$ cat src/rtl/lpb_pkg.sv
//----------------------------------------------------------------------
// What this block does
// - Wait clears mask, stops clock; reset sets it
// - Stop clears mask, stops clock; reset sets it
// - After stop, clock waits for oscillator delay
// - Break forces interrupt opcode, loads break vector
// - Break starts at instruction end; a request made earlier is held
// - Return ends break once request is gone
// - Carry-clear branch: three cycles, flags untouched
// - Carry-set branch: three cycles, flags untouched
// - Half-carry-clear branch: three cycles, no flag change
// - Half-carry-set branch: three cycles, no flag change
// - Signed greater-equal branch when N xor V zero
// - Signed greater branch when Z or (N xor V) zero
// - Stack pointer adds signed immediate, two cycles
// - Index pair adds signed immediate, two cycles
// - Mask set blocks maskable interrupts; reset sets mask
//----------------------------------------------------------------------
// Purpose: constants, types and decoders of the standby/break core
// Assumes: 200 MHz core clock
// Notes:   register offsets are byte addresses on a 32-bit port
package lpb_pkg;
  localparam int CLK_MHZ     = 200;
  localparam int OSC_STAB_NS = 10000;
  localparam int STAB_CYC    = (OSC_STAB_NS * CLK_MHZ + 999) / 1000;
  localparam int STAB_W      = 12;

  // Opcodes
  localparam logic [7:0] OP_BCC  = 8'h24;
  localparam logic [7:0] OP_BCS  = 8'h25;
  localparam logic [7:0] OP_BRANCH_HALF_CARRY_CLEAR = 8'h28;
  localparam logic [7:0] OP_BRANCH_HALF_CARRY_SET = 8'h29;
  localparam logic [7:0] OP_BGE  = 8'h90;
  localparam logic [7:0] OP_BGT  = 8'h92;
  localparam logic [7:0] OP_AIS  = 8'hA7;
  localparam logic [7:0] OP_AIX  = 8'hAF;
  localparam logic [7:0] OP_SWI  = 8'h83;
  localparam logic [7:0] OP_RTI  = 8'h80;
  localparam logic [7:0] OP_WAIT = 8'h8F;
  localparam logic [7:0] OP_STOP = 8'h8E;
  localparam logic [7:0] OP_CLI  = 8'h9A;
  localparam logic [7:0] OP_SEI  = 8'h9B;

  localparam logic [15:0] VEC_RESET   = 16'hFFFE;
  localparam logic [15:0] VEC_BRK     = 16'hFFFC;
  localparam logic [15:0] VEC_BRK_MON = 16'hFEFC;
  localparam logic [15:0] SP_RST      = 16'h00FF;
  localparam logic [15:0] HX_RST      = 16'h0000;

  // Condition code bit positions
  localparam int CCR_V = 7;
  localparam int CCR_H = 4;
  localparam int CCR_I = 3;
  localparam int CCR_N = 2;
  localparam int CCR_Z = 1;
  localparam int CCR_C = 0;
  localparam logic [7:0] CCR_RST  = 8'h68;
  localparam logic [7:0] CCR_ONES = 8'h60;

  // Register port
  localparam logic [7:0] REG_CTRL   = 8'h00;
  localparam logic [7:0] REG_STATUS = 8'h04;
  localparam logic [7:0] REG_CCR    = 8'h08;
  localparam logic [7:0] REG_PC     = 8'h0C;
  localparam logic [7:0] REG_SP     = 8'h10;
  localparam logic [7:0] REG_HX     = 8'h14;
  localparam int CTRL_MON    = 0;
  localparam int CTRL_STOPEN = 1;
  localparam logic [1:0] CTRL_RST = 2'h2;

  typedef enum logic [3:0] {
    S_VEC_HI, S_VEC_LO, S_VEC_LD, S_FETCH, S_OPND,
    S_BRANCH, S_WAIT, S_STOP, S_STAB
  } lpb_state_t;

  function automatic logic lpb_is_branch(input logic [7:0] op);
    return op == OP_BCC || op == OP_BCS || op == OP_BRANCH_HALF_CARRY_CLEAR ||
           op == OP_BRANCH_HALF_CARRY_SET || op == OP_BGE || op == OP_BGT;
  endfunction : lpb_is_branch

  function automatic logic [15:0] lpb_sext(input logic [7:0] b);
    return {{8{b[7]}}, b};
  endfunction : lpb_sext
endpackage : lpb_pkg

$ cat src/rtl/lpb_br_cond.sv
// Purpose: branch condition evaluation on the condition codes
// Assumes: op_in is a latched opcode
// Notes:   purely combinational
`timescale 1ns/1ps
module lpb_br_cond
  import lpb_pkg::*;
(
  input  wire logic [7:0] op_in,
  input  wire logic [7:0] ccr_in,
  output logic            take_out
);
  logic nv;

  assign nv = ccr_in[CCR_N] ^ ccr_in[CCR_V];

  always_comb begin
    case (op_in)
      OP_BCC:  take_out = !ccr_in[CCR_C];
      OP_BCS:  take_out = ccr_in[CCR_C];
      OP_BRANCH_HALF_CARRY_CLEAR: take_out = !ccr_in[CCR_H];
      OP_BRANCH_HALF_CARRY_SET: take_out = ccr_in[CCR_H];
      OP_BGE:  take_out = !nv;
      OP_BGT:  take_out = !(ccr_in[CCR_Z] | nv);
      default: take_out = 1'b0;
    endcase
  end
endmodule : lpb_br_cond

$ cat src/rtl/lpb_core.sv
// Purpose: standby, break and branch/immediate-add control of the core
// Assumes: memory read data stand one cycle after mem_rd_out
// Notes:   one level of interrupt context is kept in shadow registers
//
// The placing of the registers and strobed register access are this design's own decisions.
`timescale 1ns/1ps
module lpb_core
  import lpb_pkg::*;
(
  input  wire logic        clock_in,
  input  wire logic        rst_in,
  input  wire logic [7:0]  mem_rdata_in,
  input  wire logic        irq_in,
  input  wire logic        ext_irq_in,
  input  wire logic [15:0] irq_vec_in,
  input  wire logic        brk_req_in,
  input  wire logic [7:0]  reg_addr_in,
  input  wire logic [31:0] reg_wdata_in,
  input  wire logic        reg_wr_in,
  input  wire logic        reg_rd_in,
  output logic [15:0]      mem_addr_out,
  output logic             mem_rd_out,
  output logic             cpu_clk_en_out,
  output logic             irq_ack_out,
  output logic             brk_active_out,
  output logic [31:0]      reg_rdata_out
);
  //--------------------------------------------------------------------
  // State
  //--------------------------------------------------------------------
  lpb_state_t  state_q;
  logic [7:0]  ir_q;
  logic [15:0] pc_q;
  logic [15:0] sp_q;
  logic [15:0] hx_q;
  logic [7:0]  ccr_q;
  logic [15:0] vaddr_q;
  logic [7:0]  vhi_q;
  logic [15:0] sh_pc_q;
  logic [7:0]  sh_ccr_q;
  logic        brk_pend_q;
  logic        brk_act_q;
  logic        xpend_q;
  logic        xsp_q;
  logic [1:0]  ctrl_q;
  logic        irq_ack_q;
  logic [31:0] rdata_q;

  logic [7:0]  op;
  logic        opnd;
  logic        is_br;
  logic        is_imm;
  logic        stop_ok;
  logic        bound;
  logic        go_brk;
  logic        go_irq;
  logic        take;
  logic        stab_done;
  logic        stab_start;
  logic [15:0] pc_d;
  logic [7:0]  ccr_d;

  assign op      = mem_rdata_in;
  assign opnd    = state_q == S_OPND;
  assign is_br   = lpb_is_branch(op);
  assign is_imm  = op == OP_AIS || op == OP_AIX;
  assign stop_ok = ctrl_q[CTRL_STOPEN];

  // Last cycle of an instruction: break or interrupt may start here
  assign bound = (opnd && !is_br && op != OP_WAIT &&
                  !(op == OP_STOP && stop_ok)) || state_q == S_BRANCH;
  assign go_brk = bound && (brk_pend_q || brk_req_in) && !brk_act_q;
  assign go_irq = (bound && !go_brk && irq_in && !ccr_d[CCR_I])
               || (state_q == S_WAIT && irq_in)
               || (state_q == S_STAB && stab_done);
  assign stab_start = state_q == S_STOP && irq_in && ext_irq_in;

  lpb_br_cond u_cond (
    .op_in    (ir_q),
    .ccr_in   (ccr_q),
    .take_out (take)
  );

  lpb_stab_timer u_stab (
    .clock_in (clock_in),
    .rst_in   (rst_in),
    .start_in (stab_start),
    .done_out (stab_done)
  );

  //--------------------------------------------------------------------
  // Next program counter and condition codes
  //--------------------------------------------------------------------
  always_comb begin
    pc_d = pc_q;
    case (state_q)
      S_VEC_LD: pc_d = {vhi_q, op};
      S_OPND: begin
        if (is_br || is_imm)
          pc_d = pc_q + 16'h0002;
        else if (op == OP_RTI)
          pc_d = sh_pc_q;
        else
          pc_d = pc_q + 16'h0001;
      end
      S_BRANCH: pc_d = take ? pc_q + lpb_sext(op) : pc_q;
      default:  pc_d = pc_q;
    endcase
  end

  always_comb begin
    ccr_d = ccr_q;
    if (reg_wr_in && reg_addr_in == REG_CCR)
      ccr_d = reg_wdata_in[7:0] | CCR_ONES;
    if (opnd) begin
      case (op)
        OP_RTI:  ccr_d = sh_ccr_q;
        OP_CLI:  ccr_d[CCR_I] = 1'b0;
        OP_SEI:  ccr_d[CCR_I] = 1'b1;
        OP_WAIT: ccr_d[CCR_I] = 1'b0;
        OP_STOP: ccr_d[CCR_I] = stop_ok ? 1'b0 : ccr_q[CCR_I];
        default: ccr_d = ccr_d;
      endcase
    end
  end

  //--------------------------------------------------------------------
  // Sequencer
  //--------------------------------------------------------------------
  always_ff @(posedge clock_in or posedge rst_in) begin
    if (rst_in) begin
      state_q <= S_VEC_HI;
    end else if (go_brk || go_irq) begin
      state_q <= S_VEC_HI;
    end else begin
      case (state_q)
        S_VEC_HI: state_q <= S_VEC_LO;
        S_VEC_LO: state_q <= S_VEC_LD;
        S_VEC_LD: state_q <= S_FETCH;
        S_FETCH:  state_q <= S_OPND;
        S_OPND: begin
          if (op == OP_WAIT)
            state_q <= S_WAIT;
          else if (op == OP_STOP && stop_ok)
            state_q <= S_STOP;
          else if (is_br)
            state_q <= S_BRANCH;
          else
            state_q <= S_FETCH;
        end
        S_BRANCH: state_q <= S_FETCH;
        S_WAIT:   state_q <= S_WAIT;
        S_STOP:   state_q <= stab_start ? S_STAB : S_STOP;
        S_STAB:   state_q <= S_STAB;
        default:  state_q <= S_VEC_HI;
      endcase
    end
  end

  always_ff @(posedge clock_in or posedge rst_in) begin
    if (rst_in) begin
      pc_q <= 16'h0000;
    end else begin
      pc_q <= pc_d;
    end
  end

  // Interrupt entry sets the mask; reset also sets it
  always_ff @(posedge clock_in or posedge rst_in) begin
    if (rst_in) begin
      ccr_q <= CCR_RST;
    end else if (go_brk || go_irq) begin
      ccr_q <= ccr_d | (8'h01 << CCR_I);
    end else begin
      ccr_q <= ccr_d;
    end
  end

  // Context for the return; break and interrupt share one level
  always_ff @(posedge clock_in or posedge rst_in) begin
    if (rst_in) begin
      sh_pc_q  <= 16'h0000;
      sh_ccr_q <= CCR_RST;
    end else if (go_brk || go_irq) begin
      sh_pc_q  <= pc_d;
      sh_ccr_q <= ccr_d;
    end
  end

  always_ff @(posedge clock_in or posedge rst_in) begin
    if (rst_in) begin
      vaddr_q <= VEC_RESET;
    end else if (go_brk) begin
      vaddr_q <= ctrl_q[CTRL_MON] ? VEC_BRK_MON : VEC_BRK;
    end else if (go_irq) begin
      vaddr_q <= irq_vec_in;
    end
  end

  always_ff @(posedge clock_in or posedge rst_in) begin
    if (rst_in) begin
      vhi_q <= 8'h00;
    end else if (state_q == S_VEC_LO) begin
      vhi_q <= op;
    end
  end

  always_ff @(posedge clock_in or posedge rst_in) begin
    if (rst_in) begin
      ir_q <= 8'h00;
    end else if (go_brk) begin
      ir_q <= OP_SWI;
    end else if (opnd) begin
      ir_q <= op;
    end
  end

  //--------------------------------------------------------------------
  // Break tracking
  //--------------------------------------------------------------------
  // A request seen mid-instruction is held until the boundary
  always_ff @(posedge clock_in or posedge rst_in) begin
    if (rst_in) begin
      brk_pend_q <= 1'b0;
    end else if (go_brk || brk_act_q) begin
      brk_pend_q <= 1'b0;
    end else if (brk_req_in) begin
      brk_pend_q <= 1'b1;
    end
  end

  always_ff @(posedge clock_in or posedge rst_in) begin
    if (rst_in) begin
      brk_act_q <= 1'b0;
    end else if (go_brk) begin
      brk_act_q <= 1'b1;
    end else if (opnd && op == OP_RTI && !brk_req_in) begin
      brk_act_q <= 1'b0;
    end
  end

  //--------------------------------------------------------------------
  // Immediate adds
  //--------------------------------------------------------------------
  // The immediate arrives one cycle after the operand read, whatever
  // state follows, so the add completes within two cycles
  always_ff @(posedge clock_in or posedge rst_in) begin
    if (rst_in) begin
      xpend_q <= 1'b0;
      xsp_q   <= 1'b0;
    end else begin
      xpend_q <= opnd && is_imm;
      xsp_q   <= op == OP_AIS;
    end
  end

  always_ff @(posedge clock_in or posedge rst_in) begin
    if (rst_in) begin
      sp_q <= SP_RST;
    end else if (xpend_q && xsp_q) begin
      sp_q <= sp_q + lpb_sext(op);
    end
  end

  always_ff @(posedge clock_in or posedge rst_in) begin
    if (rst_in) begin
      hx_q <= HX_RST;
    end else if (xpend_q && !xsp_q) begin
      hx_q <= hx_q + lpb_sext(op);
    end
  end

  //--------------------------------------------------------------------
  // Memory port and status
  //--------------------------------------------------------------------
  always_comb begin
    mem_rd_out   = 1'b0;
    mem_addr_out = pc_q;
    case (state_q)
      S_VEC_HI: begin
        mem_rd_out   = 1'b1;
        mem_addr_out = vaddr_q;
      end
      S_VEC_LO: begin
        mem_rd_out   = 1'b1;
        mem_addr_out = vaddr_q + 16'h0001;
      end
      S_FETCH: mem_rd_out = 1'b1;
      S_OPND: begin
        mem_rd_out   = is_br || is_imm;
        mem_addr_out = pc_q + 16'h0001;
      end
      default: mem_rd_out = 1'b0;
    endcase
  end

  // Clock gate stays off through the stabilisation wait
  assign cpu_clk_en_out = !(state_q == S_WAIT || state_q == S_STOP ||
                            state_q == S_STAB);

  always_ff @(posedge clock_in or posedge rst_in) begin
    if (rst_in) begin
      irq_ack_q <= 1'b0;
    end else begin
      irq_ack_q <= go_irq;
    end
  end

  assign irq_ack_out    = irq_ack_q;
  assign brk_active_out = brk_act_q;

  //--------------------------------------------------------------------
  // Register port
  //--------------------------------------------------------------------
  always_ff @(posedge clock_in or posedge rst_in) begin
    if (rst_in) begin
      ctrl_q <= CTRL_RST;
    end else if (reg_wr_in && reg_addr_in == REG_CTRL) begin
      ctrl_q <= reg_wdata_in[1:0];
    end
  end

  always_ff @(posedge clock_in or posedge rst_in) begin
    if (rst_in) begin
      rdata_q <= 32'h0000_0000;
    end else if (reg_rd_in) begin
      case (reg_addr_in)
        REG_CTRL:   rdata_q <= {30'h0000_0000, ctrl_q};
        REG_STATUS: rdata_q <= {24'h00_0000, ir_q[7:4],
                                cpu_clk_en_out, brk_act_q,
                                state_q == S_STOP || state_q == S_STAB,
                                state_q == S_WAIT};
        REG_CCR:    rdata_q <= {24'h00_0000, ccr_q};
        REG_PC:     rdata_q <= {16'h0000, pc_q};
        REG_SP:     rdata_q <= {16'h0000, sp_q};
        REG_HX:     rdata_q <= {16'h0000, hx_q};
        default:    rdata_q <= 32'h0000_0000;
      endcase
    end else begin
      rdata_q <= 32'h0000_0000;
    end
  end

  assign reg_rdata_out = rdata_q;
endmodule : lpb_core

$ cat src/rtl/lpb_stab_timer.sv
// Purpose: oscillator stabilisation delay after leaving stop
// Assumes: start_in is a one-cycle pulse
// Notes:   done_out is a level held until the next start
`timescale 1ns/1ps
module lpb_stab_timer
  import lpb_pkg::*;
(
  input  wire logic clock_in,
  input  wire logic rst_in,
  input  wire logic start_in,
  output logic      done_out
);
  localparam logic [STAB_W-1:0] LAST = STAB_W'(STAB_CYC - 1);
  logic [STAB_W-1:0] cnt_q;
  logic              run_q;

  always_ff @(posedge clock_in or posedge rst_in) begin
    if (rst_in) begin
      cnt_q <= '0;
      run_q <= 1'b0;
    end else if (start_in) begin
      cnt_q <= '0;
      run_q <= 1'b1;
    end else if (run_q && cnt_q != LAST) begin
      cnt_q <= cnt_q + STAB_W'(1);
    end
  end

  assign done_out = run_q && cnt_q == LAST;
endmodule : lpb_stab_timer

$ cat config.mk
export PLATFORM = sky130hd
export DESIGN_NAME = lpb_core
export DESIGN_NICKNAME = d
export VERILOG_FILES = /design/src/rtl/lpb_pkg.sv /design/src/rtl/lpb_br_cond.sv /design/src/rtl/lpb_core.sv /design/src/rtl/lpb_stab_timer.sv
export SDC_FILE = /design/constraint.sdc
export NUM_CORES = 1
export LEC_CHECK = 0
export BUFFER_PORTS_ARGS = -buffer_cell sky130_fd_sc_hd__buf_2
export CAP_MARGIN = 10
export CORE_ASPECT_RATIO = 0.7
export CORE_MARGIN = 5
export CORE_UTILIZATION = 50
export CTS_BUF_LIST = sky130_fd_sc_hd__clkbuf_4 sky130_fd_sc_hd__clkbuf_8
export DETAILED_ROUTE_END_ITERATION = 8
export HOLD_SLACK_MARGIN = 0.03
export PLACE_DENSITY = 0.7
export SETUP_SLACK_MARGIN = 0.2
export SLEW_MARGIN = 5
export SYNTH_ARGS = -nofsm -noshare
export SYNTH_HDL_FRONTEND = slang
export SYNTH_SLANG_ARGS = --single-unit
$ cat constraint.sdc
create_clock -name clock_in -period 6.35 [get_ports clock_in]
set_input_delay 0.9525 -clock clock_in [delete_from_list [all_inputs] [get_ports clock_in]]
set_output_delay 0.9525 -clock clock_in [all_outputs]
set_load 0.01 [all_outputs]
==> reports/qor.yml, run 1 <==
setup_path:
  required_ns: 6.71
  worstPathMaxFanout: 29
  startpoint_type: "flop"
  cp-end-kind: "flop"
  crit_chain: "nor2b_1 > nand2_1 > buf_4 > o41ai_2 > nor2b_4 > or3_1 > buf_4 > mux2_2"
  cp_slowest_cell: "or3_1"
  crit_top_cell: "buf_4"
  cp.arrival_ns: 5.00
  cp_top_family: "simple AND/OR/NAND/NOR gates"
  crit_buf_inv: 2
  critPathMaxStageDelay_ns: 0.82
  worstSetupPathType: "flop to flop"
sta:
  setup_tns_ns: 0
  slew_viol_final: 0
  finalSetupViolations: 0
  rsz0062_at_grt: "false"
  worst_pin_slew_ns: 1.053
  skew_ns: 0.01891
  finalWorstPathRequiredPeriod_ns: 4.638
  layout_setup_ws_ns: 1.712
  fin_crit_sh: 0.7304
  fmax_mhz: 215.6
  max_slew_margin: 0.2980
  hold_viol_final: 0
  whs_ns: 0.4883
cts:
  cts_sinks: 152
  hold_buffers: 0
  htreeDepth: 4
  clk_pin_slew_worst_paths_ns: 0.09
  cts_buffers: 17
  clk-insertion-delay-late_ns: 0.49
  cts_tree: "done"
  clock_path_buffers: 2
  root_buffer: "clkbuf_8"
  cts-resized-gates: 0
  cts_setup_buffers: 0
grt:
  grt_usage: 0.2426
  grt_antenna_before_repair: 1
  grt-ovfl-total: 0
  grt_pass1_vias: 8884
  grt_max_degree: 86
  grt_pass1_wl_microns: 47930
floorplanning:
  fp.dieH_microns: 133.2
  rows: 45
  die_w_microns: 186.0
  start_util: 0.5043
  ios: 123
  fp.coreArea_sq_um: 21510
  fp.dieArea_sq_um: 24790
power_and_ir_drop:
  powerDensity_nw_per_um2: 388.3
  p_total_w: 0.004544
  leakagePower_nw: 5.212
  peakVddDrop_mv: 0.3313
detailed_routing:
  firstDrtPassIters: 8
  drcViolationCount: 0
  viasPerCell: 6.142
  wl_per_cell_microns: 19.15
  drtAntennaViolNets: 0
  drt-total-wl_microns: 30320
  drt_iter0_drc: 1090
  num_vias: 9722
logic_synthesis:
  synth-edff-count: 0
  postSynthAreaPerCell_sq_um: 8.684
  synth_warnings: 0
  ys_ff_latch: 152
  netlist_instances: 1249
  ys.flop_type: "dfrtp_1"
  synthesis.area_sq_um: 10850
  async_reset_ff_frac: 1.000
  ys_types: 81
  yosysSeqAreaShare: 0.3541
final_layout:
  final_layout_size_suffix_gt1_frac: 0.1653
  final_cell_mix: "143 x nand2_1, 122 x dfrtp_1, 120 x nor2_1"
  antenna_cells: 0
  mostFrequentLayoutCell: "nand2_1"
  layout.nets: 1411
  syn_to_final_growth_pct: 7.878
  stdcell_area_sq_um: 11700
placed_design:
  place_ws_ns: 1.826
  dpl_cell_area_sq_um: 11290
  place.gp.congestion: 0.9681
  hpwl_microns: 22010
  io_buffers: 80
job:
  max_cap_viol_count: 0
status:
  status: "complete, no violations"
min_path:
  holdCritPathClass: "flop to flop"
[layer usage]
layer	wire length, microns	GRT usage
met1	13910	0.3660
met2	12580	0.3408
met3	3296	0.06550
met4	520	0.06675
met5	13	0
[cells in the mapped netlist (9+ instances only)]
| master | instances | area share |
|---|---|---|
| nand2_1 | 143 | 0.049 |
| dfrtp_1 | 122 | 0.28 |
| nor2_1 | 120 | 0.042 |
| o21ai_0 | 102 | 0.047 |
| a21oi_1 | 75 | 0.035 |
| nand3_1 | 50 | 0.023 |
| ha_1 | 49 | 0.057 |
| clkbuf_1 | 47 | 0.016 |
| inv_1 | 36 | 0.012 |
| xor2_1 | 35 | 0.028 |
| mux2i_1 | 32 | 0.030 |
| dfstp_2 | 30 | 0.073 |
| mux2_2 | 30 | 0.031 |
| xnor2_1 | 30 | 0.024 |
| nor3_1 | 27 | 0.012 |
| a22oi_1 | 22 | 0.015 |
| and3_1 | 18 | 0.010 |
| buf_4 | 18 | 0.012 |
| nand4_1 | 15 | 0.0087 |
| a31oi_1 | 13 | 0.0075 |
| mux2_4 | 13 | 0.018 |
| nor2b_1 | 12 | 0.0069 |
| o211ai_1 | 12 | 0.0083 |
| a211oi_1 | 11 | 0.0076 |
| a21o_1 | 11 | 0.0076 |
| nand2b_1 | 11 | 0.0063 |
| nor4_1 | 11 | 0.0063 |
| o21a_1 | 9 | 0.0062 |
[flip-flops by register name, summed over array words and instances (netlist names)]
signal,flops
reg_rdata_out,16
sp_q,16
sh_ccr_q,8
u_stab.cnt_q,12
brk_pend_q,1
brk_active_out,1
irq_ack_out,1
sh_pc_q,16
ir_q,8
vaddr_q,16
hx_q,16
pc_q,16
vhi_q,8
state_q,4
xsp_q,1
ctrl_q,2
xpend_q,1
ccr_q,8
u_stab.run_q,1
[final cells by class]
type	instances	area (sq um)
fillers	1971	9807
multi-input cells	990	6487
flip-flops and latches	152	3841
repair buffers	90	483.0
well taps	282	352.8
clock buffers	21	270.3
inverters	37	143.9
clock inverters	11	122.6
[metrics by stage]
stage | util | cells
finish | 0.5440 | 1583
global route | 0.5440 | 1583
detailed placement | 0.5251 | 1550
floorplan | - | 1264
global placement | 0.5251 | 1550
CTS | 0.5433 | 1582
[logic make-up after synthesis]
group,synth area share
fa+ha+maj,0.06206
xor+xnor,0.05249
mux,0.07867
flops,0.3541
other cells,0.0003457
compound gates,0.1950
buf+inv,0.05387
simple gates,0.2035
[report_power, final]
part / internal, W / total (W) / switching [W] / leakage [nW]
logic: 0.000876 / 0.00201 / 0.00114 / 3.22
clock network: 0.000372 / 0.000773 / 0.000401 / 0.193
registers: 0.00129 / 0.00176 / 0.000472 / 1.80
[path summary, 6_finish.rpt]
check | start | end | slack, ns | depth (start not counted)
worst max-delay path | state_q[2] | sh_pc_q[7] | 1.71 | 8
worst min-delay path | sp_q[15] | sp_q[15] | 0.49 | 1
worst max register to register | state_q[2] | sh_pc_q[7] | 1.71 | 8
worst min register to register | sp_q[15] | sp_q[15] | 0.49 | 1
max in group asynchronous | rst_in | irq_ack_out | 4.44 | 3
min in group asynchronous | rst_in | hx_q[10] | 0.57 | 2
(Power assumes the default switching activity.)
==> run 2: changes to the inputs <==
==> constraint.sdc (replaced) <==
create_clock -name clock_in -period 4.3 [get_ports clock_in]
set_input_delay 0.645 -clock clock_in [delete_from_list [all_inputs] [get_ports clock_in]]
set_output_delay 0.645 -clock clock_in [all_outputs]
set_load 0.01 [all_outputs]
==> run 2 against run 1 <==
Core utilization grew 0.54 points; final cell count is 0.88% higher; hold slack worse by 0.18 ns; non-clock buffer count is 14 higher; clock skew shrank 0.0069 ns; die area unchanged; sequential cell count stayed put; clock-buffer cell count fell by 2; global-route usage up 0.46 points; combinational power grew 53%; largest cell class unchanged.
==> reports/qor.yml, run 2 (synthesis results as in run 1) <==
final_layout:
  antenna_cells: 0
  final_cell_mix: "143 x nand2_1, 122 x dfrtp_1, 120 x nor2_1"
  layout.nets: 1425
  seq_area_sq_um: 3841
  syn_to_final_growth_pct: 8.940
  final_layout_size_suffix_gt1_frac: 0.1741
  multi_input_area_sq_um: 6487
  stdcell_area_sq_um: 11820
  fill_cells: 1981
  mostFrequentLayoutCell: "nand2_1"
setup_path:
  crit_buf_inv: 1
  cp-end-kind: "primary output"
  crit_top_cell: "nand3_1"
  cp_top_family: "simple AND/OR/NAND/NOR gates"
  crit_path_start: "pc_q[1]"
  critPathMaxStageDelay_ns: 0.65
  worstPathMaxFanout: 9
  required_ns: 3.65
  crit_chain: "ha_1 > nand3_1 > nor4_1 > o21ai_0 > a22oi_1 > nand3_1 > buf_2"
  worstSetupPathType: "flop to primary output"
  startpoint_type: "flop"
  worstReg2RegStart: "state_q[2]"
  cp.arrival_ns: 3.04
  cp_slowest_cell: "dfrtp_1"
cts:
  clk-insertion-delay-late_ns: 0.48
  hold_buffers: 0
  cts_setup_buffers: 0
  htreeDepth: 4
  cts_sinks: 152
  cts_tree: "done"
  cts_buffers: 17
  clk_pin_slew_worst_paths_ns: 0.09
  clock_path_buffers: 2
  cts-resized-gates: 0
  root_buffer: "clkbuf_8"
sta:
  hold_viol_final: 0
  fmax_mhz: 271.1
  finalSetupViolations: 0
  worst_pin_slew_ns: 1.070
  max_slew_margin: 0.2865
  slew_viol_final: 0
  rsz0062_at_grt: "false"
  finalWorstPathRequiredPeriod_ns: 3.688
  whs_ns: 0.3058
  skew_ns: 0.01200
  setup_tns_ns: 0
  fin_crit_sh: 0.8578
floorplanning:
  start_util: 0.5043
  fp.dieArea_sq_um: 24790
  fp.dieH_microns: 133.2
  die_w_microns: 186.0
  rows: 45
  ios: 123
  fp.coreArea_sq_um: 21510
grt:
  grt_antenna_before_repair: 0
  grt_max_degree: 81
  grt_pass1_vias: 8974
  grt-ovfl-total: 0
  use_met2: 0.3396
  busiest_layer: "met1"
  grt_usage: 0.2472
  met3_usage: 0.07587
  use_met1: 0.3762
  grt_pass1_wl_microns: 48790
detailed_routing:
  drt-total-wl_microns: 30420
  wl_per_cell_microns: 19.05
  viasPerCell: 6.031
  drcViolationCount: 0
  num_vias: 9632
  firstDrtPassIters: 5
  drt_iter0_drc: 976
  drtAntennaViolNets: 0
min_path:
  holdCritPathClass: "primary input to asynchronous set/reset pin"
placed_design:
  hpwl_microns: 22590
  dpl_cell_area_sq_um: 11420
  place.gp.congestion: 0.9490
  io_buffers: 80
power_and_ir_drop:
  leakagePower_nw: 5.285
  powerDensity_nw_per_um2: 569.6
  peakVddDrop_mv: 0.4722
status:
  status: "complete, no violations"
job:
  max_cap_viol_count: 0
[run 2: stage by stage]
| step | worst slack (ns) | util | power (W) | cells |
|---|---|---|---|---|
| 5_1_grt | 0.3677 | 0.5494 | 0.007204 | 1597 |
| 4_1_cts | 0.6648 | 0.5494 | 0.006693 | 1597 |
| 2_1_floorplan | 1.274 | - | 0.004607 | 1264 |
| 6_report | 0.6116 | 0.5494 | 0.006731 | 1597 |
| 3_3_place_gp | 0.7990 | 0.5308 | 0.005462 | 1565 |
| 3_5_place_dp | 0.7302 | 0.5308 | 0.005537 | 1565 |
[run 2: path summary, 6_finish.rpt]
check	slack [ns]	cells past startpoint	end
max	0.61	7	mem_addr_out[12]
min	0.31	2	hx_q[9]
max reg2reg	0.80	9	sh_pc_q[10]
min reg2reg	0.48	1	sp_q[15]
max in group asynchronous	2.99	3	vaddr_q[1]
min in group clock_in	0.37	3	vaddr_q[3]
[run 2: report_power, final]
part | leakage [nW] | total [W] | internal [W] | switching [W]
Combinational | 3.29 | 0.00307 | 0.00133 | 0.00174
Clock | 0.198 | 0.00115 | 0.000544 | 0.000606
Sequential | 1.80 | 0.00251 | 0.00190 | 0.000613
Total | 5.29 | 0.00673 | 0.00377 | 0.00296
[run 2: per-layer routing]
layer	vias up	wire [microns]
li1	4607	-
met1	4631	14520
met2	354	12560
met3	40	2878
met4	0	468
met5	-	0
[run 2: layout make-up]
type / instances / area share
Inverter: 37 / 0.01207
Sequential cell: 152 / 0.3251
Multi-Input combinational cell: 990 / 0.5490
Clock inverter: 13 / 0.01218
Timing Repair Buffer: 104 / 0.05019
Clock buffer: 19 / 0.02160
Tap cell: 282 / 0.02986
